**src/rlqm_pkg.sv**
```systemverilog
/*
 * Constants for the link quality monitor: register indices, field positions,
 * reset values, window lengths and the latency and power code tables.
 * Assumes nothing of its surroundings; imported by the monitor and the bench.
 */
package rlqm_pkg;

	// Register indices; byte address is four times the index
	localparam logic [7:0] IDX_INTERRUPT_FLAGS  = 8'h02;
	localparam logic [7:0] IDX_LINK_STATE       = 8'h03;
	localparam logic [7:0] IDX_LINK_QUALITY     = 8'h04;
	localparam logic [7:0] IDX_PERMANENT_LOSS   = 8'h05;
	localparam logic [7:0] IDX_LINK_ACTION_MODE = 8'h36;
	localparam logic [7:0] IDX_QUALITY_WARN_TH  = 8'h37;
	localparam logic [7:0] IDX_LOSS_ERROR_TH    = 8'h38;
	localparam logic [7:0] IDX_RX_OUTPUT_POWER  = 8'h49;
	localparam logic [7:0] IDX_LATENCY_SELECT   = 8'h52;
	localparam logic [7:0] IDX_INTERRUPT_CONFIG = 8'h53;
	localparam logic [7:0] IDX_TX_OUTPUT_POWER  = 8'h56;

	// Field positions
	localparam int BIT_LINK_UP      = 0;
	localparam int BIT_MODE_REVERT  = 6;
	localparam int BIT_MODE_RECONF  = 4;
	localparam int BIT_MODE_MUTE    = 3;
	localparam int BIT_MODE_NO_HOP  = 2;
	localparam int BIT_IRQ_POLARITY = 7;
	localparam int BIT_POOR_QUALITY = 5;
	localparam int BIT_LINK_ERROR   = 2;
	localparam logic [7:0] MODE_WRITABLE  = 8'h5c;
	localparam logic [7:0] CONFIG_WRITABLE = 8'hfe;
	localparam logic [7:0] FLAG_MASK      = 8'h24;

	// Values after reset and, all but RST_QUALITY, after a revert
	localparam logic [7:0] RST_LINK_ACTION_MODE = 8'h00;
	localparam logic [7:0] RST_QUALITY_WARN_TH  = 8'h00;
	localparam logic [7:0] RST_LOSS_ERROR_TH    = 8'hff;
	localparam logic [7:0] RST_RX_OUTPUT_POWER  = 8'h03;
	localparam logic [7:0] RST_TX_OUTPUT_POWER  = 8'h03;
	localparam logic [7:0] RST_LATENCY_SELECT   = 8'h02;
	localparam logic [7:0] RST_INTERRUPT_CONFIG = 8'h00;
	localparam logic [7:0] RST_QUALITY          = 8'hff;

	// Measurement windows and packets per frame
	localparam logic [5:0] QUALITY_WINDOW_FRAMES = 6'd14;
	localparam logic [5:0] LOSS_WINDOW_FRAMES    = 6'd32;
	localparam logic [3:0] PPF_HIGH_RATE = 4'd8;
	localparam logic [3:0] PPF_MID_RATE  = 4'd4;
	localparam logic [3:0] PPF_LOW_RATE  = 4'd2;
	localparam logic [1:0] RATE_48_32K = 2'h0;
	localparam logic [1:0] RATE_24_16K = 2'h1;
	localparam logic [1:0] RATE_12_8K  = 2'h2;

	// Latency codes and audio delay at 48 kSPS in microseconds
	localparam logic [7:0]  LAT_SHORT     = 8'h00;
	localparam logic [7:0]  LAT_NOMINAL   = 8'h02;
	localparam logic [7:0]  LAT_HIGH      = 8'h04;
	localparam logic [15:0] LAT_SHORT_US   = 16'd6000;
	localparam logic [15:0] LAT_NOMINAL_US = 16'd11400;
	localparam logic [15:0] LAT_HIGH_US    = 16'd16700;

	// Power code to output level in dBm
	localparam logic signed [7:0] PWR_DBM_0 = -8'sd20;
	localparam logic signed [7:0] PWR_DBM_1 = -8'sd10;
	localparam logic signed [7:0] PWR_DBM_2 = -8'sd5;
	localparam logic signed [7:0] PWR_DBM_3 = 8'sd0;

	// Bus answers
	localparam logic [1:0] RESP_OKAY   = 2'b00;
	localparam logic [1:0] RESP_SLVERR = 2'b10;

endpackage

```
**src/rlqm_monitor.sv**
```systemverilog
/*
 * Link quality monitor and link configuration register bank, AXI4-Lite slave.
 * Assumes the link engine drives the packet and frame strobes on CLK, one
 * cycle each, and that the strap and rate inputs are steady on CLK.
 */
`timescale 1ns/100ps

module rlqm_monitor #(
	parameter int ADDR_W = 9
) (
	// Clock and reset
	input  wire logic              CLK,
	input  wire logic              RESET_N,
	// AXI4-Lite write address, data and response
	input  wire logic [ADDR_W-1:0] AWADDR,
	input  wire logic              AWVALID,
	output logic                   AWREADY,
	input  wire logic [31:0]       WDATA,
	input  wire logic [3:0]        WSTRB,
	input  wire logic              WVALID,
	output logic                   WREADY,
	output logic [1:0]             BRESP,
	output logic                   BVALID,
	input  wire logic              BREADY,
	// AXI4-Lite read
	input  wire logic [ADDR_W-1:0] ARADDR,
	input  wire logic              ARVALID,
	output logic                   ARREADY,
	output logic [31:0]            RDATA,
	output logic [1:0]             RRESP,
	output logic                   RVALID,
	input  wire logic              RREADY,
	// Link engine events and status
	input  wire logic              IS_TX_END,
	input  wire logic [1:0]        RATE_CODE,
	input  wire logic              FRAME_END,
	input  wire logic              PKT_SLOT,
	input  wire logic              AUDIO_NEED,
	input  wire logic              PKT_HAVE,
	input  wire logic              LINK_UP,
	input  wire logic              LINK_INIT,
	input  wire logic              PEER_FOUND,
	// Link control outputs
	output logic                   MUTE,
	output logic                   HOP_OFF,
	output logic                   FORCE_RECONF,
	output logic                   REVERT_DEFAULTS,
	output logic [7:0]             LATENCY_CODE,
	output logic [15:0]            LATENCY_US48,
	output logic [1:0]             TX_POWER_CODE,
	output logic [1:0]             RX_POWER_CODE,
	output logic signed [7:0]      TX_POWER_DBM,
	output logic signed [7:0]      RX_POWER_DBM,
	output logic                   IRQ
);
	import rlqm_pkg::*;

	// Bus handshake state
	logic        awready_q, wready_q, bvalid_q, arready_q, rvalid_q;
	logic        aw_have_q, w_have_q;
	logic [7:0]  aw_idx_q, wdata_q;
	logic        wstrb0_q;
	logic [1:0]  bresp_q, rresp_q;
	logic [31:0] rdata_q;
	// Registers
	logic [7:0]  mode_q, wth_q, eth_q, receiver_output_power_q, transmitter_output_power_q, lat_q, cfg_q, flags_q;
	logic [7:0]  quality_q, loss_q;
	logic        link_up_q;
	// Measurement state
	logic [5:0]  qframes_q, eframes_q;
	logic [8:0]  slot_cnt_q;
	logic [7:0]  dead_cnt_q;
	// Output flops
	logic        mute_q, hop_off_q, reconf_q, revert_q, irq_q;
	logic [15:0] lat_us_q;
	logic signed [7:0] txdbm_q, rxdbm_q;

	// Write path decode
	wire        aw_take = AWVALID & awready_q;
	wire        w_take  = WVALID & wready_q;
	wire        wr_do   = aw_have_q & w_have_q & ~bvalid_q;
	wire        b_done  = bvalid_q & BREADY;
	wire        wr_en   = wr_do & wstrb0_q;
	wire [7:0]  aw_idx  = 8'(AWADDR[ADDR_W-1:2]);
	// Receiver power stays writable at either end; only transmitter power is gated
	wire        wr_tx_ok = IS_TX_END;
	wire        hit_flags = (aw_idx_q == IDX_INTERRUPT_FLAGS);
	wire        hit_state = (aw_idx_q == IDX_LINK_STATE);
	wire        hit_qual  = (aw_idx_q == IDX_LINK_QUALITY);
	wire        hit_loss  = (aw_idx_q == IDX_PERMANENT_LOSS);
	wire        hit_mode  = (aw_idx_q == IDX_LINK_ACTION_MODE);
	wire        hit_wth   = (aw_idx_q == IDX_QUALITY_WARN_TH);
	wire        hit_eth   = (aw_idx_q == IDX_LOSS_ERROR_TH);
	wire        hit_receiver_output_power = (aw_idx_q == IDX_RX_OUTPUT_POWER);
	wire        hit_transmitter_output_power = (aw_idx_q == IDX_TX_OUTPUT_POWER) & wr_tx_ok;
	wire        hit_lat   = (aw_idx_q == IDX_LATENCY_SELECT);
	wire        hit_cfg   = (aw_idx_q == IDX_INTERRUPT_CONFIG);
	wire        wr_mapped = hit_flags | hit_state | hit_qual | hit_loss | hit_mode | hit_wth | hit_eth |
	                        hit_receiver_output_power | hit_transmitter_output_power | hit_lat | hit_cfg;

	// Read path decode
	wire        ar_take = ARVALID & arready_q;
	wire        r_done  = rvalid_q & RREADY;
	wire [7:0]  ar_idx  = 8'(ARADDR[ADDR_W-1:2]);
	logic [7:0] rd_val;
	logic       rd_hit;
	always_comb begin
		rd_hit = 1'b1;
		case (ar_idx)
			IDX_INTERRUPT_FLAGS:  rd_val = flags_q;
			IDX_LINK_STATE:       rd_val = {7'h00, link_up_q};
			IDX_LINK_QUALITY:     rd_val = IS_TX_END ? quality_q : 8'h00;
			IDX_PERMANENT_LOSS:   rd_val = loss_q;
			IDX_LINK_ACTION_MODE: rd_val = mode_q;
			IDX_QUALITY_WARN_TH:  rd_val = wth_q;
			IDX_LOSS_ERROR_TH:    rd_val = eth_q;
			IDX_RX_OUTPUT_POWER:  rd_val = receiver_output_power_q;
			IDX_TX_OUTPUT_POWER:  rd_val = transmitter_output_power_q;
			IDX_LATENCY_SELECT:   rd_val = lat_q;
			IDX_INTERRUPT_CONFIG: rd_val = cfg_q;
			default: begin
				rd_val = 8'h00;
				rd_hit = 1'b0;
			end
		endcase
	end

	// Bus channel flops; one write and one read under way at a time
	always_ff @(posedge CLK or negedge RESET_N) begin
		if (!RESET_N) begin
			awready_q <= 1'b1;
			wready_q  <= 1'b1;
			aw_have_q <= 1'b0;
			w_have_q  <= 1'b0;
			aw_idx_q  <= 8'h00;
			wdata_q   <= 8'h00;
			wstrb0_q  <= 1'b0;
			bvalid_q  <= 1'b0;
			bresp_q   <= RESP_OKAY;
		end else begin
			awready_q <= aw_take ? 1'b0 : (b_done ? 1'b1 : awready_q);
			wready_q  <= w_take ? 1'b0 : (b_done ? 1'b1 : wready_q);
			aw_have_q <= aw_take ? 1'b1 : (wr_do ? 1'b0 : aw_have_q);
			w_have_q  <= w_take ? 1'b1 : (wr_do ? 1'b0 : w_have_q);
			if (aw_take)
				aw_idx_q <= aw_idx;
			if (w_take) begin
				wdata_q  <= WDATA[7:0];
				wstrb0_q <= WSTRB[0];
			end
			bvalid_q <= wr_do ? 1'b1 : (b_done ? 1'b0 : bvalid_q);
			if (wr_do)
				bresp_q <= wr_mapped ? RESP_OKAY : RESP_SLVERR;
		end
	end

	always_ff @(posedge CLK or negedge RESET_N) begin
		if (!RESET_N) begin
			arready_q <= 1'b1;
			rvalid_q  <= 1'b0;
			rdata_q   <= 32'h0000_0000;
			rresp_q   <= RESP_OKAY;
		end else begin
			arready_q <= ar_take ? 1'b0 : (r_done ? 1'b1 : arready_q);
			rvalid_q  <= ar_take ? 1'b1 : (r_done ? 1'b0 : rvalid_q);
			if (ar_take) begin
				rdata_q <= {24'h00_0000, rd_val};
				rresp_q <= rd_hit ? RESP_OKAY : RESP_SLVERR;
			end
		end
	end

	// Packets per frame from the audio rate
	logic [3:0] ppf;
	always_comb begin
		case (RATE_CODE)
			RATE_48_32K: ppf = PPF_HIGH_RATE;
			RATE_24_16K: ppf = PPF_MID_RATE;
			RATE_12_8K:  ppf = PPF_LOW_RATE;
			default:     ppf = PPF_LOW_RATE;
		endcase
	end

	// Quality window: every slot counts, lost is what exceeds the nominal count
	wire        q_end     = FRAME_END & (qframes_q == QUALITY_WINDOW_FRAMES - 6'd1);
	wire [8:0]  slot_nx   = (slot_cnt_q == 9'h1ff) ? slot_cnt_q : slot_cnt_q + 9'(PKT_SLOT);
	wire [8:0]  nominal   = 9'(QUALITY_WINDOW_FRAMES) * 9'(ppf);
	wire [8:0]  lost_raw  = (slot_nx > nominal) ? slot_nx - nominal : 9'h000;
	wire [7:0]  lost_sat  = (lost_raw > 9'h0ff) ? 8'hff : lost_raw[7:0];
	wire [7:0]  quality_d = 8'hff - lost_sat;

	// Loss window: a packet missing when audio needs it is gone for good
	wire        dead_ev   = AUDIO_NEED & ~PKT_HAVE;
	wire        e_end     = FRAME_END & (eframes_q == LOSS_WINDOW_FRAMES - 6'd1);
	wire [7:0]  dead_nx   = (dead_cnt_q == 8'hff) ? dead_cnt_q : dead_cnt_q + 8'(dead_ev);

	always_ff @(posedge CLK or negedge RESET_N) begin
		if (!RESET_N) begin
			qframes_q  <= 6'd0;
			eframes_q  <= 6'd0;
			slot_cnt_q <= 9'h000;
			dead_cnt_q <= 8'h00;
			quality_q  <= RST_QUALITY;
			loss_q     <= 8'h00;
			link_up_q  <= 1'b0;
		end else begin
			qframes_q  <= q_end ? 6'd0 : qframes_q + 6'(FRAME_END);
			eframes_q  <= e_end ? 6'd0 : eframes_q + 6'(FRAME_END);
			slot_cnt_q <= q_end ? 9'h000 : slot_nx;
			dead_cnt_q <= e_end ? 8'h00 : dead_nx;
			if (q_end)
				quality_q <= quality_d;
			if (e_end)
				loss_q <= dead_nx;
			link_up_q  <= LINK_UP;
		end
	end

	// Threshold conditions; poor quality exists only at the transmitter end
	wire poor_cond  = IS_TX_END & (quality_q <= wth_q);
	wire error_cond = (loss_q >= eth_q);
	wire do_revert  = LINK_INIT & ~PEER_FOUND & mode_q[BIT_MODE_REVERT];
	wire [7:0] flag_set = {2'b00, poor_cond, 2'b00, error_cond, 2'b00};
	wire [7:0] flag_clr = (wr_en & hit_flags) ? (wdata_q & FLAG_MASK) : 8'h00;

	// Software registers; a revert reloads the stored defaults
	always_ff @(posedge CLK or negedge RESET_N) begin
		if (!RESET_N) begin
			mode_q  <= RST_LINK_ACTION_MODE;
			wth_q   <= RST_QUALITY_WARN_TH;
			eth_q   <= RST_LOSS_ERROR_TH;
			receiver_output_power_q <= RST_RX_OUTPUT_POWER;
			transmitter_output_power_q <= RST_TX_OUTPUT_POWER;
			lat_q   <= RST_LATENCY_SELECT;
			cfg_q   <= RST_INTERRUPT_CONFIG;
		end else if (do_revert) begin
			mode_q  <= RST_LINK_ACTION_MODE;
			wth_q   <= RST_QUALITY_WARN_TH;
			eth_q   <= RST_LOSS_ERROR_TH;
			receiver_output_power_q <= RST_RX_OUTPUT_POWER;
			transmitter_output_power_q <= RST_TX_OUTPUT_POWER;
			lat_q   <= RST_LATENCY_SELECT;
			cfg_q   <= RST_INTERRUPT_CONFIG;
		end else begin
			// Reconfigure bit acts once and never stays set
			if (wr_en & hit_mode)
				mode_q <= wdata_q & MODE_WRITABLE & ~(8'h01 << BIT_MODE_RECONF);
			if (wr_en & hit_wth)
				wth_q <= wdata_q;
			if (wr_en & hit_eth)
				eth_q <= wdata_q;
			if (wr_en & hit_receiver_output_power)
				receiver_output_power_q <= {6'h00, wdata_q[1:0]};
			if (wr_en & hit_transmitter_output_power)
				transmitter_output_power_q <= {6'h00, wdata_q[1:0]};
			if (wr_en & hit_lat)
				lat_q <= wdata_q;
			if (wr_en & hit_cfg)
				cfg_q <= wdata_q & CONFIG_WRITABLE;
		end
	end

	// Flags: a new event in the clearing cycle keeps the flag set
	always_ff @(posedge CLK or negedge RESET_N) begin
		if (!RESET_N)
			flags_q <= 8'h00;
		else
			flags_q <= (flags_q & ~flag_clr) | flag_set;
	end

	// Power code to level
	function automatic logic signed [7:0] pwr_dbm(input logic [1:0] code);
		case (code)
			2'd0:    pwr_dbm = PWR_DBM_0;
			2'd1:    pwr_dbm = PWR_DBM_1;
			2'd2:    pwr_dbm = PWR_DBM_2;
			default: pwr_dbm = PWR_DBM_3;
		endcase
	endfunction

	// Latency code to nominal delay at 48 kSPS; odd codes fall to the lower setting
	logic [15:0] lat_us;
	always_comb begin
		if (lat_q >= LAT_HIGH)
			lat_us = LAT_HIGH_US;
		else if (lat_q >= LAT_NOMINAL)
			lat_us = LAT_NOMINAL_US;
		else
			lat_us = LAT_SHORT_US;
	end

	wire [7:0] irq_en   = flags_q & cfg_q & FLAG_MASK;
	wire       irq_act  = |irq_en;
	wire       irq_lvl  = irq_act ~^ cfg_q[BIT_IRQ_POLARITY];

	// Output flops
	always_ff @(posedge CLK or negedge RESET_N) begin
		if (!RESET_N) begin
			mute_q    <= 1'b0;
			hop_off_q <= 1'b0;
			reconf_q  <= 1'b0;
			revert_q  <= 1'b0;
			irq_q     <= 1'b1;
			lat_us_q  <= LAT_NOMINAL_US;
			txdbm_q   <= PWR_DBM_3;
			rxdbm_q   <= PWR_DBM_3;
		end else begin
			mute_q    <= mode_q[BIT_MODE_MUTE] & (loss_q > eth_q);
			hop_off_q <= mode_q[BIT_MODE_NO_HOP];
			reconf_q  <= wr_en & hit_mode & wdata_q[BIT_MODE_RECONF];
			revert_q  <= do_revert;
			irq_q     <= irq_lvl;
			lat_us_q  <= lat_us;
			txdbm_q   <= pwr_dbm(transmitter_output_power_q[1:0]);
			rxdbm_q   <= pwr_dbm(receiver_output_power_q[1:0]);
		end
	end

	assign AWREADY         = awready_q;
	assign WREADY          = wready_q;
	assign BVALID          = bvalid_q;
	assign BRESP           = bresp_q;
	assign ARREADY         = arready_q;
	assign RVALID          = rvalid_q;
	assign RDATA           = rdata_q;
	assign RRESP           = rresp_q;
	assign MUTE            = mute_q;
	assign HOP_OFF         = hop_off_q;
	assign FORCE_RECONF    = reconf_q;
	assign REVERT_DEFAULTS = revert_q;
	assign LATENCY_CODE    = lat_q;
	assign LATENCY_US48    = lat_us_q;
	assign TX_POWER_CODE   = transmitter_output_power_q[1:0];
	assign RX_POWER_CODE   = receiver_output_power_q[1:0];
	assign TX_POWER_DBM    = txdbm_q;
	assign RX_POWER_DBM    = rxdbm_q;
	assign IRQ             = irq_q;
endmodule

```
**config.mk**
```make
export PLATFORM = sky130hd
export DESIGN_NAME = rlqm_monitor
export DESIGN_NICKNAME = d
export VERILOG_FILES = /design/src/rlqm_pkg.sv /design/src/rlqm_monitor.sv
export SDC_FILE = /design/constraint.sdc
export NUM_CORES = 1
export LEC_CHECK = 0
export BUFFER_PORTS_ARGS = -buffer_cell sky130_fd_sc_hd__buf_2
export CAP_MARGIN = 10
export CORE_ASPECT_RATIO = 1.1
export CORE_UTILIZATION = 55
export DETAILED_ROUTE_END_ITERATION = 6
export GPL_TIMING_DRIVEN = 0
export HOLD_SLACK_MARGIN = 0.03
export PLACE_DENSITY = 0.8
export SETUP_SLACK_MARGIN = 0.5
export SLEW_MARGIN = 20
export SYNTH_ARGS = -nofsm -noshare
export SYNTH_HDL_FRONTEND = slang
export SYNTH_SLANG_ARGS = --single-unit
```
**constraint.sdc**
```tcl
create_clock -name CLK -period 9.2 [get_ports CLK]
set_clock_uncertainty 0.15 [all_clocks]
set_input_delay 0.46 -clock CLK [delete_from_list [all_inputs] [get_ports CLK]]
set_output_delay 0.46 -clock CLK [all_outputs]
set_load 0.02 [all_outputs]
```
; ---- After elaboration in Yosys (flattened, before gate mapping)
; Cells that the tools add are included.
[op_classes]
reduce_logical = 18
muxes = 45
add_sub_neg = 6
n_eq_ne = 31
n_bitwise = 43
magnitude_cmp = 7
multipliers = 1
[ops]
columns = op, count
row1 = two-way mux 8 bit, 18
row2 = one-hot mux 8 bit (11 select lines), 1
row3 = "equality test 7 bit, second input constant", 8
row4 = one-hot mux 8 bit (3 select lines), 2
row5 = "equality test 7 x 6 -> 1 bit, second input constant", 6
row6 = "equality test 7 x 2 -> 1 bit, second input constant", 4
row7 = "equality test 7 x 3 -> 1 bit, second input constant", 4
row8 = two-way mux 9 bit, 3
row9 = nonzero test 2 bit, 13
row10 = bitwise AND 1 bit, 25
row11 = two-way mux 6 bit, 3
row12 = two-way mux 15 bit, 1
row13 = two-way mux 14 bit, 1
row14 = two-way mux 1 bit, 13
row15 = adder 6 x 1 -> 6 bit, 2
row16 = OR reduction 11 bit, 1
row17 = OR 1 bit, 10
row18 = adder 9 x 1 -> 9 bit, 1
row19 = "equality test 9 bit, second input constant", 1
row20 = greater-than comparator 9 x 8 -> 1 bit, 1
row21 = "greater-than comparator 9 x 8 -> 1 bit, second input constant", 1
row22 = subtractor 9 x 8 -> 9 bit, 1
row23 = adder 8 x 1 -> 8 bit, 1
row24 = bitwise AND 8 bit, 1
row25 = other kinds (21), 29
[totals]
elab_cells = 187
inputBits = 71
reg_bits = 182
out_inout_bits = 90

; ---- Logic depth before layout (Yosys ltp)
; Gate-level depths: netlist of the first run.
[depth]
ltp_word = 12
depth_mapped = 16
depth_no_buf = 14

; ---- Worst setup path after synthesis of the first run
; No wires, ideal clock.
[synth_timing]
path_type = input -> register
startpoint = in PKT_SLOT
endpoint = reg quality_q[0]
n_path_buf = 1
slack_ns = 6.150
arrival_time_ns = 2.810
path_stages = 15
setup_time_ns = 0.091
required_time_ns = 8.959
path_cell_list = ha_1 > ha_1 > nand3_1 > nor2_1 > nand2_1 > xnor2_1 > ha_1 > clkbuf_1 > inv_1 > o211ai_1 > o21ai_0 > o21ai_1 > xnor2_1 > nand2_1 > o31ai_1
[synth_between]
elab_chain_len = 7
word_cells_on_any_way = 8
cone_classes = add/sub (3) / order compare (2) / mux (3)
[synth_lines]
columns = element, line_no
row1 = start: declaration, rlqm_monitor.sv:37  ; input wire logic PKT_SLOT,
row2 = adder 9 x 1 -> 9 bit *, rlqm_monitor.sv:186  ; wire [8:0] slot_nx = (slot_cnt_q == 9'h1ff) ? slot_cnt_q : slot_cnt_q + 9'(PKT_SLOT);
row3 = two-way mux 9 bit *, rlqm_monitor.sv:186
row4 = subtractor 9 x 8 -> 9 bit or greater-than comparator 9 x 8 -> 1 bit (tied branches), rlqm_monitor.sv:188  ; wire [8:0] lost_raw = (slot_nx > nominal) ? slot_nx - nominal : 9'h000;
row5 = two-way mux 9 bit *, rlqm_monitor.sv:188
row6 = greater-than comparator 9 x 8 -> 1 bit, rlqm_monitor.sv:189  ; wire [7:0] lost_sat = (lost_raw > 9'h0ff) ? 8'hff : lost_raw[7:0];
row7 = two-way mux 8 bit *, rlqm_monitor.sv:189
row8 = subtractor 8 bit *, rlqm_monitor.sv:190  ; wire [7:0] quality_d = 8'hff - lost_sat;
row9 = end signal: assignment, rlqm_monitor.sv:212  ; quality_q <= quality_d;
row10 = end: declaration, rlqm_monitor.sv:67  ; logic [7:0] quality_q, loss_q;
; Every way passes the cells marked *; elsewhere a longest branch is shown, timed or not.
; A chain may end at the register's enable or synchronous reset.

; ---- Final worst setup path of the first run
[layout_timing]
startpoint = reg slot_cnt_q[2]
endpoint = reg quality_q[1]
[layout_between]
elab_chain_len = 7
word_cells_on_any_way = 9
cone_classes = add/sub (3) / order compare (2) / eq/ne (1) / mux (3)
[layout_lines]
columns = element, line_no
row1 = start: declaration, rlqm_monitor.sv:71  ; logic [8:0] slot_cnt_q;
row2 = start signal: assignment, rlqm_monitor.sv:209  ; slot_cnt_q <= q_end ? 9'h000 : slot_nx;
row3 = adder 9 x 1 -> 9 bit or equality test 9 bit (tied branches), rlqm_monitor.sv:186
row4 = two-way mux 9 bit *, rlqm_monitor.sv:186
row5 = subtractor 9 x 8 -> 9 bit or greater-than comparator 9 x 8 -> 1 bit (tied branches), rlqm_monitor.sv:188
row6 = two-way mux 9 bit *, rlqm_monitor.sv:188
row7 = greater-than comparator 9 x 8 -> 1 bit, rlqm_monitor.sv:189
row8 = two-way mux 8 bit *, rlqm_monitor.sv:189
row9 = subtractor 8 bit *, rlqm_monitor.sv:190
; Marks and branches as above.

==> results of run 1 <==
[kinds of logic after synthesis]
| kind of cell | Yosys count | share of synthesized area, % |
|---|---|---|
| other cells | 2 | 0.0994 |
| fa+ha+maj | 40 | 6.63 |
| compound gates | 130 | 11.8 |
| xor+xnor | 26 | 3.02 |
| flops | 140 | 46.9 |
| simple gates | 260 | 17.1 |
| mux | 51 | 7.02 |
| buf+inv | 102 | 7.42 |
[cells in the mapped netlist (3+ instances only)]
master    instances  area share (%)
a21oi_2           3            0.35
xnor2_1          16             1.9
buf_2             4            0.27
or3_1             3            0.25
nand3b_1          7            0.70
xor2_1           10             1.2
o21ai_0          18             1.2
and3_1            6            0.50
o21ai_1          17             1.1
mux2i_1          35             4.6
dfrtp_1         112              37
inv_1            31             1.5
and2_1            3            0.25
nor2_1           94             4.7
buf_4            42             4.2
a21oi_1          27             1.8
clkbuf_1         19            0.94
dfstp_2          28             9.7
nor2b_1          12            0.99
nand2b_1          8            0.66
nor4b_1           3            0.35
nand2_1          55             2.7
nor3_1            8            0.53
ha_1             40             6.6
mux2_2           16             2.4
nor4_1            3            0.25
nand3_1          23             1.5
o211ai_1         11             1.1
nand4_1          13             1.1
a22o_1            8            0.93
nor3b_1           5            0.50
a211oi_1          3            0.30
a21o_1            7            0.70
a22oi_1           4            0.40
a31oi_1           4            0.33
a222oi_1          8             1.1
[sequential cells by signal, indices dropped and copies added (netlist names), 3 cells and up]
name          count
slot_cnt_q        9
LATENCY_CODE      8
RDATA             8
dead_cnt_q        8
eth_q             8
loss_q            8
quality_q         8
wdata_q           8
wth_q             8
aw_idx_q          7
cfg_q             7
LATENCY_US48      6
eframes_q         6
qframes_q         6
RX_POWER_DBM      5
TX_POWER_DBM      5
mode_q            3
[stage by stage]
| step | setup WS, ns | utilization [%] | hold WS [ns] |
|---|---|---|---|
| global route | 5.16 | 67.9 | 0.0843 |
| detailed placement | 5.50 | 63.2 | 0.262 |
| floorplan | 6.15 | - | 0.0144 |
| CTS | 5.58 | 67.9 | 0.0690 |
| finish | 5.56 | 67.9 | 0.0760 |
| global placement | 5.58 | 62.9 | 0.316 |
[critical path, cell delays in order (launching register included)]
cell and delay (ns):
dfrtp_1 0.31, buf_2 0.18, nand4_1 0.18, or3_1 0.46, nand2_1 0.11, nor2_1 0.07
nand2_1 0.09, xnor2_1 0.15, ha_1 0.27, clkbuf_1 0.20, nand4_1 0.15, o211ai_1 0.10
o21ai_0 0.20, o21ai_1 0.15, xnor2_1 0.33, nand2_1 0.20, o31ai_1 0.24
[metal layers]
metal	vias up	track usage, %	wire length, µm
met2	225	41.0	8130
met4	0	12.2	503
met3	39	6.28	991
met1	2865	32.8	7320
met5	-	0	0
li1	2867	-	-
[power groups by stage]
| stage | registers, mW | logic, mW | clock network (mW) |
|---|---|---|---|
| global route | 1.01 | 0.776 | 0.733 |
| floorplan | 0.957 | 0.492 | 0 |
| detailed placement | 0.989 | 0.675 | 0 |
| finish | 0.988 | 0.685 | 0.692 |
| CTS | 0.981 | 0.686 | 0.702 |
| global placement | 0.983 | 0.654 | 0 |
[worst paths after layout]
check	start	endpoint	slack (ns)	cells past startpoint
worst max-delay path	slot_cnt_q[2]	quality_q[1]	5.56	16
worst min-delay path	BREADY	BVALID	0.08	2
worst max register to register	slot_cnt_q[2]	quality_q[1]	5.56	16
worst min register to register	RDATA[5]	RDATA[5]	0.33	2
max in group asynchronous	RESET_N	ARREADY	7.70	3
min in group asynchronous	RESET_N	aw_idx_q[2]	0.40	2
[area by class of cell]
| type | instances | area (µm²) | area share, % |
|---|---|---|---|
| inverter | 33 | 124 | 1.37 |
| multi-input combinational | 538 | 3560 | 39.4 |
| clock inverter | 10 | 140 | 1.55 |
| timing repair buffer | 102 | 563 | 6.22 |
| buffer | 69 | 437 | 4.83 |
| clock buffer | 22 | 454 | 5.02 |
| sequential | 140 | 3540 | 39.1 |
| tap | 184 | 230 | 2.54 |
==> impl_results.md, run 1 <==
* Peak VDD IR at 0.164 mV
* Post-CTS Setup Inserts at 0
* Most frequent cells in the layout: 112 x dfrtp_1, 100 x buf_2, 94 x nor2_1
* Seq pwr share at 41.8%
* Site row count at 44
* Grt total ovfl at 0
* Tightest Hold Check Type: input pin to register
* Vias/cell at 5.46
* Fin cells at 1,098
* Max-slew violation count at 0
* Mapped Cells at 751
* Total number of vias at 5,996
* Clk_lat worst skew at 0.43 ns
* Crit path time final at 3.64 ns
* GRT Overall Usage at 25.7%
* Req. time, crit path at 9.38 ns
* Vias in the first global route at 5,680
* Full die area at 0.0142 mm²
* Fmax at 0.275 GHz
* Final setup viols at 0
* Post-CTS Hold Buffers at 4
* Root Driver: clkbuf_16
* Routed Antenna Nets at 0
* # Max-Cap Violations at 0
* WS Path Type: register to register
* Placed Area at 0.00841 mm²
* H-tree depth at 4
* Switch share at 35.1%
* Slew margin rel. at 46.0%
* Unique masters post-synth at 68
* Initial antenna violation count at 0
* Crit start category: register
* Initial core utilization at 56.7%
* Antenna Cells at 0
* Buffers on Ports at 97
* Clock power share at 29.3%
* Critical path data arrival time at 3.82 ns
* Worst-Margin Slew at 0.803 ns
* Syn Area/Cell at 10.1 µm²
* CTS tree: yes
* CTS resizes at 0
* Final Hold Viols at 0
* First DRT Iteration DRCs at 435
* Drt total wl at 16.9 mm
* Register bit count reported by yosys at 140
* Status: finished clean
* Cells after DPL at 1,062
* Worst-case clock buffer depth at 2
* Dominant synthesized flop cell: dfrtp_1
* RSZ-0062 raised after global routing: no
* Comb power frac at 29.0%
* Core area at 0.0133 mm²
* Nets at 1,012
* Largest net degree at the start of global routing at 85
* P_sw at 0.830 mW
* CTS Buf Count at 17
* Die height at 125 µm
* Filler instances at 1,047
* Clock sink total at 140
* Crit. End Element: register
* Design area at 0.00905 mm²
* Synthesized area at 0.00755 mm²
* Total power at 2.36 mW
* Most common cell after layout, fill and taps aside: dfrtp_1
* I/O pin total at 161
* Ys async rst share at 100%
* Drt pass-1 iters at 5
* Reg clk slew, reported paths at 0.06 ns
* Drt wl/cell at 15.4 µm
* Residual DRC count at 0
* Synthesis-to-layout area growth at 19.8%
* Crit path max fanout at 10
* Die Width at 114 µm
* Fin crit share at 39.5%
* Placer Congestion at 0.895
* Internal power at 1.54 mW
* Fin Setup TNS at 0 ns
* Power Dens Cells at 261 mW/mm²
* Post-synth EDFFs at 0
* Register area share after synthesis at 46.9%
* First-pass GRT wire length at 28.1 mm
* Synthesis warning total at 0
* Share of post-route cells with drive strength above 1 at 25.6%
* Pleak at 4.50 nW
* Detail Placement HPWL at 12.3 mm
Power figures use the tool's default switching activity.
==> inputs of run 2 (changes only) <==
Clock period 9.2 ns to 3.7 ns, I/O delays scaled along.
==> run 2 against run 1 <==
Effect of this change:
- non-clock buffer count is 33 higher
- sequential share of layout area decreased by 1.7 points
- combinational power increased to 2.7 times the previous value
- sequential power increased to 2.5 times the previous value
- cell count increased by 3.0%
- utilization rose by 3.2 points
- first-iteration DRC count up 9.4%
- die area did not move
- sequential cell count is the same
- register-to-register slack worse by 5.0 ns
- largest power group unchanged
==> impl_results.md, run 2 (synthesis results as in run 1) <==
* Status: finished clean
* Clk_lat worst skew at 0.43 ns
* Crit path max-delay family: simple AND/OR/NAND/NOR gates
* Core area at 0.0133 mm²
* H-tree depth at 4
* Most common cell after layout, fill and taps aside: dfrtp_1
* First DRT Iteration DRCs at 476
* WS Path Type: register to register
* # Max-Cap Violations at 0
* Placement Setup Slack at 0.110 ns
* Crit path max fanout at 10
* Drt wl/cell at 15.9 µm
* Setup WS post-layout at 0.588 ns
* Reg clk slew, reported paths at 0.06 ns
* Vias in the first global route at 5,908
* Crit. End Element: register
* Share of post-route cells with drive strength above 1 at 27.6%
* Placed Area at 0.00841 mm²
* Residual DRC count at 0
* Biggest register: slot_cnt_q
* Initial antenna violation count at 0
* Cells after DPL at 1,062
* Tightest Hold Check Type: input pin to register
* Worst-case clock buffer depth at 2
* Synthesis-to-layout area growth at 25.4%
* Delay of the slowest critical-path stage at 0.35 ns
* Die height at 125 µm
* Slowest CP cell: dfrtp_1
* GRT Overall Usage at 26.7%
* Placer Congestion at 0.895
* Req. time, crit path at 3.90 ns
* Hold_ws at 0.102 ns
* Full die area at 0.0142 mm²
* Routed Antenna Nets at 0
* Buffers on Ports at 97
* Fin crit share at 84.1%
* Crit start category: register
* Crit path time final at 3.11 ns
* Design area at 0.00947 mm²
* Fin Setup TNS at 0 ns
* Fmax at 0.321 GHz
* Worst-Margin Slew at 0.826 ns
* Largest net degree at the start of global routing at 85
* I/O pin total at 161
* Largest register FFs at 9
* Total number of vias at 6,163
* Pleak at 4.69 nW
* Fin cells at 1,131
* CTS Buf Count at 17
* Slew margin rel. at 44.5%
* Most frequent cells in the layout: 110 x dfrtp_1, 99 x buf_2, 93 x nor2_1
* CP Cell Sequence: buf_6, nand4_1, or3_4, nand2_1, nor2_2, nand2_1, xnor2_2, ha_1, buf_4, nand4_1, o211ai_1, o21ai_2, o21ai_2, xnor2_2, nand2_2, o31ai_4
* Initial core utilization at 56.7%
* Nets at 1,045
* Final Hold Viols at 0
* Clock sink total at 140
* RSZ-0062 raised after global routing: no
* Critical path data arrival time at 3.31 ns
* Drt total wl at 18.0 mm
* Max-slew violation count at 0
* Root Driver: clkbuf_16
* Final setup viols at 0
* Peak VDD IR at 0.414 mV
* CTS tree: yes
* Crit path buffers/inverters at 2
* Drt pass-1 iters at 5
* Detail Placement HPWL at 12.3 mm
* Vias/cell at 5.45
* Site row count at 44
* Die Width at 114 µm
* Power Dens Cells at 642 mW/mm²
* Grt total ovfl at 0
* Antenna Cells at 0
* First-pass GRT wire length at 29.2 mm
run 2: cell types whose count changed in the layout (fill, tap and decap cells not counted), moves of 2 or more:
| cell | delta |
|---|---|
| dlygate4sd3_1 | +25 |
| buf_4 | +9 |
| o21ai_0 | -3 |
| o21ai_2 | +3 |
| xnor2_1 | -3 |
| xnor2_2 | +3 |
| clkbuf_1 | -2 |
| dfrtp_1 | -2 |
| dfrtp_2 | +2 |
| ha_1 | -2 |
| o31ai_1 | -2 |
run 2: through the flow:
stage	utilization (%)	power, mW
after floorplan	-	3.60
after global placement	62.9	4.07
after detailed placement	63.2	4.14
after CTS	70.3	5.95
after global routing	71.1	6.44
final	71.1	6.08
run 2: final cells by class:
| cell class | count | area, µm² |
|---|---|---|
| Buffer | 69 | 450 |
| Clock buffer | 22 | 454 |
| Clock inverter | 10 | 140 |
| Fill cell | 991 | 3850 |
| Inverter | 33 | 124 |
| Multi-Input combinational cell | 538 | 3660 |
| Sequential cell | 140 | 3540 |
| Tap cell | 184 | 230 |
| Timing Repair Buffer | 135 | 873 |
run 2: tightest hold or removal path, stage by stage:
cell and delay, ns:
buf_2 0.07, or2_2 0.09, clkbuf_1 0.20, o211ai_1 0.12
run 2: final timing paths:
check / slack (ns) / from / depth (start not counted) / to
setup reg to reg: 0.59 / slot_cnt_q[2] / 16 / quality_q[1]
hold reg to reg: 0.33 / RDATA[1] / 2 / RDATA[1]
max in group asynchronous: 2.48 / RESET_N / 3 / ARREADY
setup / recovery: 0.59 / slot_cnt_q[2] / 16 / quality_q[1]
hold / removal: 0.10 / PEER_FOUND / 4 / eth_q[3]
min in group asynchronous: 0.12 / RESET_N / 2 / aw_have_q
run 2: what timing repair did:
item	CTS	global route
hold endpoints to repair	150	0
setup buffers	3	5
setup endpoints to repair	8	8
pin swaps	4	4
hold buffers	29	0
gates resized for setup	11	21
run 2: report_power, final:
group | internal (mW) | total (mW) | leakage (nW) | switching (mW)
registers | 1.99 | 2.47 | 1.74 | 0.478
logic | 0.856 | 1.88 | 2.67 | 1.03
clock network | 1.08 | 1.73 | 0.281 | 0.652
total | 3.92 | 6.08 | 4.69 | 2.15
run 2: per-layer routing:
layer | up-vias | track usage [%] | part of all wire, %
met5 | - | 0 | 0
met4 | 0 | 13.7 | 3.3
met1 | 2949 | 33.5 | 42
met3 | 47 | 5.99 | 5.7
met2 | 235 | 43.3 | 49
li1 | 2932 | - | -
==> inputs of run 3 (changes only) <==
Clock period 3.7 ns to 3 ns, I/O delays scaled along.
==> run 3 against run 2 <==
Effect of this change:
- the run now ends with negative setup slack left
- critical endpoint is now quality_q[7]
- sequential share of layout area shrank 1.2 points
- utilization grew 2.3 points
- via count grew 3.6%
- clock-buffer cell count is the same
- register-to-register slack lost 0.68 ns
- clock power grew 34%
- critical path type unchanged
- first-iteration DRC count grew 6.7%
- wire length grew 7.0%
- cell area grew 3.2%
- combinational power grew 41%
==> impl_results.md, run 3 (synthesis results as in run 1) <==
* HP Start: ARADDR[2]
* Design area at 0.00978 mm²
* Max-slew violation count at 0
* Largest register FFs at 9
* CTS Buf Count at 17
* Crit. End Element: register
* Crit path max fanout at 5
* Worst-case clock buffer depth at 2
* Final setup viols at 8
* CTS tree: yes
* Status: finished, violations left
* Clk_lat worst skew at 0.44 ns
* Most frequent cells in the layout: 111 x dfrtp_1, 99 x buf_2, 93 x nor2_1
* Residual DRC count at 0
* Placer Congestion at 0.889
* First-pass GRT wire length at 31.2 mm
* Vias in the first global route at 6,464
* Peak VDD IR at 0.563 mV
* Seq pwr share at 38.0%
* Hold path cells at 4
* Failing checks: negative setup slack
* Worst-Margin Slew at 0.729 ns
* H-tree depth at 4
* Worst R2R Setup Slack at -0.09 ns
* Crit start category: register
* Power Dens Cells at 819 mW/mm²
* Switch share at 35.2%
* Pleak at 4.85 nW
* Critical path data arrival time at 3.30 ns
* Clock sink total at 140
* Drt pass-1 iters at 6
* Crit path time final at 3.09 ns
* Reg clk slew, reported paths at 0.06 ns
* Fin Setup TNS at -0.438 ns
* Largest net degree at the start of global routing at 76
* GRT Overall Usage at 28.4%
* Req. time, crit path at 3.21 ns
* Initial core utilization at 56.7%
* Biggest register: slot_cnt_q
* Slew margin rel. at 51.1%
* Reg2reg start: slot_cnt_q[0]
* Setup WS post-layout at -0.0937 ns
* Clock power share at 29.0%
* Site row count at 44
* Root Driver: clkbuf_16
* Drt wl/cell at 16.8 µm
* Initial antenna violation count at 0
* # Max-Cap Violations at 0
* Share of post-route cells with drive strength above 1 at 29.7%
* Core area at 0.0133 mm²
* Vias/cell at 5.55
* First DRT Iteration DRCs at 508
* Die height at 125 µm
* Fmax at 0.323 GHz
* Internal power at 5.19 mW
* Fin crit share at 103%
* Hold endpoint: RDATA[3]
* Detail Placement HPWL at 12.6 mm
* Full die area at 0.0142 mm²
* I/O pin total at 161
* Synthesis-to-layout area growth at 29.5%
* Buffers on Ports at 97
* WS Path Type: register to register
* Tightest Hold Check Type: input pin to register
* Final Hold Viols at 0
* Total number of vias at 6,383
* Placed Area at 0.00845 mm²
* Cell count of the worst reg-to-reg path at 13
* Routed Antenna Nets at 0
* Die Width at 114 µm
* Nets at 1,064
* Antenna Cells at 0
* Grt total ovfl at 0
* Comb power frac at 33.1%
* Most common cell after layout, fill and taps aside: dfrtp_1
* RSZ-0062 raised after global routing: yes
* Worst r2r dst: quality_q[7]
* P_sw at 2.82 mW
* Drt total wl at 19.3 mm
==> run 3: cell count changes in the layout (fill, tap and decap cells not counted), moves of 2 or more <==
cell        delta
buf_4         +16
bufinv_16      +2
clkbuf_1       -2
clkbuf_8       +3
clkinv_4       +2
clkinvlp_4     -2
nand2_1        -3
nand2_4        +2
==> run 3: critical path, stage by stage, from the launching register on <==
cell	delay, ns
dfrtp_1	0.42
ha_4	0.20
ha_4	0.17
a31oi_1	0.40
nor2_1	0.13
ha_1	0.38
nand4_1	0.11
o211ai_1	0.12
o21ai_2	0.15
o21ai_2	0.14
xnor2_2	0.25
buf_4	0.16
o2111ai_2	0.08
o21ai_1	0.17
==> run 3: layout make-up <==
type                       count  area, µm²
inverter                      33        124
clock inverter                10        189
clock buffer                  22        464
sequential                   140       3540
buffer                        69        463
tap                          184        230
fill                         943       3550
timing repair buffer         154       1020
multi-input combinational    538       3740
==> run 3: worst max path at each step <==
stage	to	startpoint
detailed placement	quality_q[0]	slot_cnt_q[0]
CTS	quality_q[1]	slot_cnt_q[0]
finish	quality_q[7]	slot_cnt_q[0]
floorplan	quality_q[0]	slot_cnt_q[3]
global route	quality_q[7]	slot_cnt_q[0]
global placement	quality_q[1]	slot_cnt_q[0]
==> run 3: per-stage QoR <==
step / setup WS (ns) / power, mW / cells / hold WS, ns / utilization [%]
after floorplan: 0.110 / 4.48 / 780 / -0.296 / -
after global placement: -0.281 / 5.08 / 1061 / 0.109 / 63.1
after detailed placement: -0.312 / 5.17 / 1062 / 0.0109 / 63.4
after CTS: 0.0335 / 7.80 / 1145 / 0.0511 / 72.5
after global routing: -0.259 / 8.39 / 1150 / 0.109 / 73.4
final: -0.0937 / 8.01 / 1150 / 0.0509 / 73.4
==> run 3: power by group through the flow <==
| stage | logic, mW | clock network (mW) | registers, mW |
|---|---|---|---|
| 5_1_grt | 2.89 | 2.42 | 3.08 |
| 2_1_floorplan | 1.54 | 0 | 2.94 |
| 3_5_place_dp | 2.12 | 0 | 3.05 |
| 3_3_place_gp | 2.05 | 0 | 3.03 |
| 4_1_cts | 2.47 | 2.32 | 3.00 |
| 6_report | 2.65 | 2.32 | 3.04 |
==> run 3: metal layers <==
layer / global-route usage (%) / vias to the layer above / share of wire (%)
met5: 0 / - / 0
met1: 35.4 / 3077 / 41
met4: 14.3 / 0 / 3.4
met2: 45.9 / 285 / 48
li1: - / 2967 / -
met3: 6.91 / 54 / 7.2
==> run 3: repair_timing <==
action / in CTS / in global routing
gates resized for setup: 16 / 19
endpoints found under the hold margin: 123 / 0
pin swaps: 15 / 6
endpoints found under the setup margin: 11 / 17
hold buffers: 30 / 0
setup buffers: 21 / 5
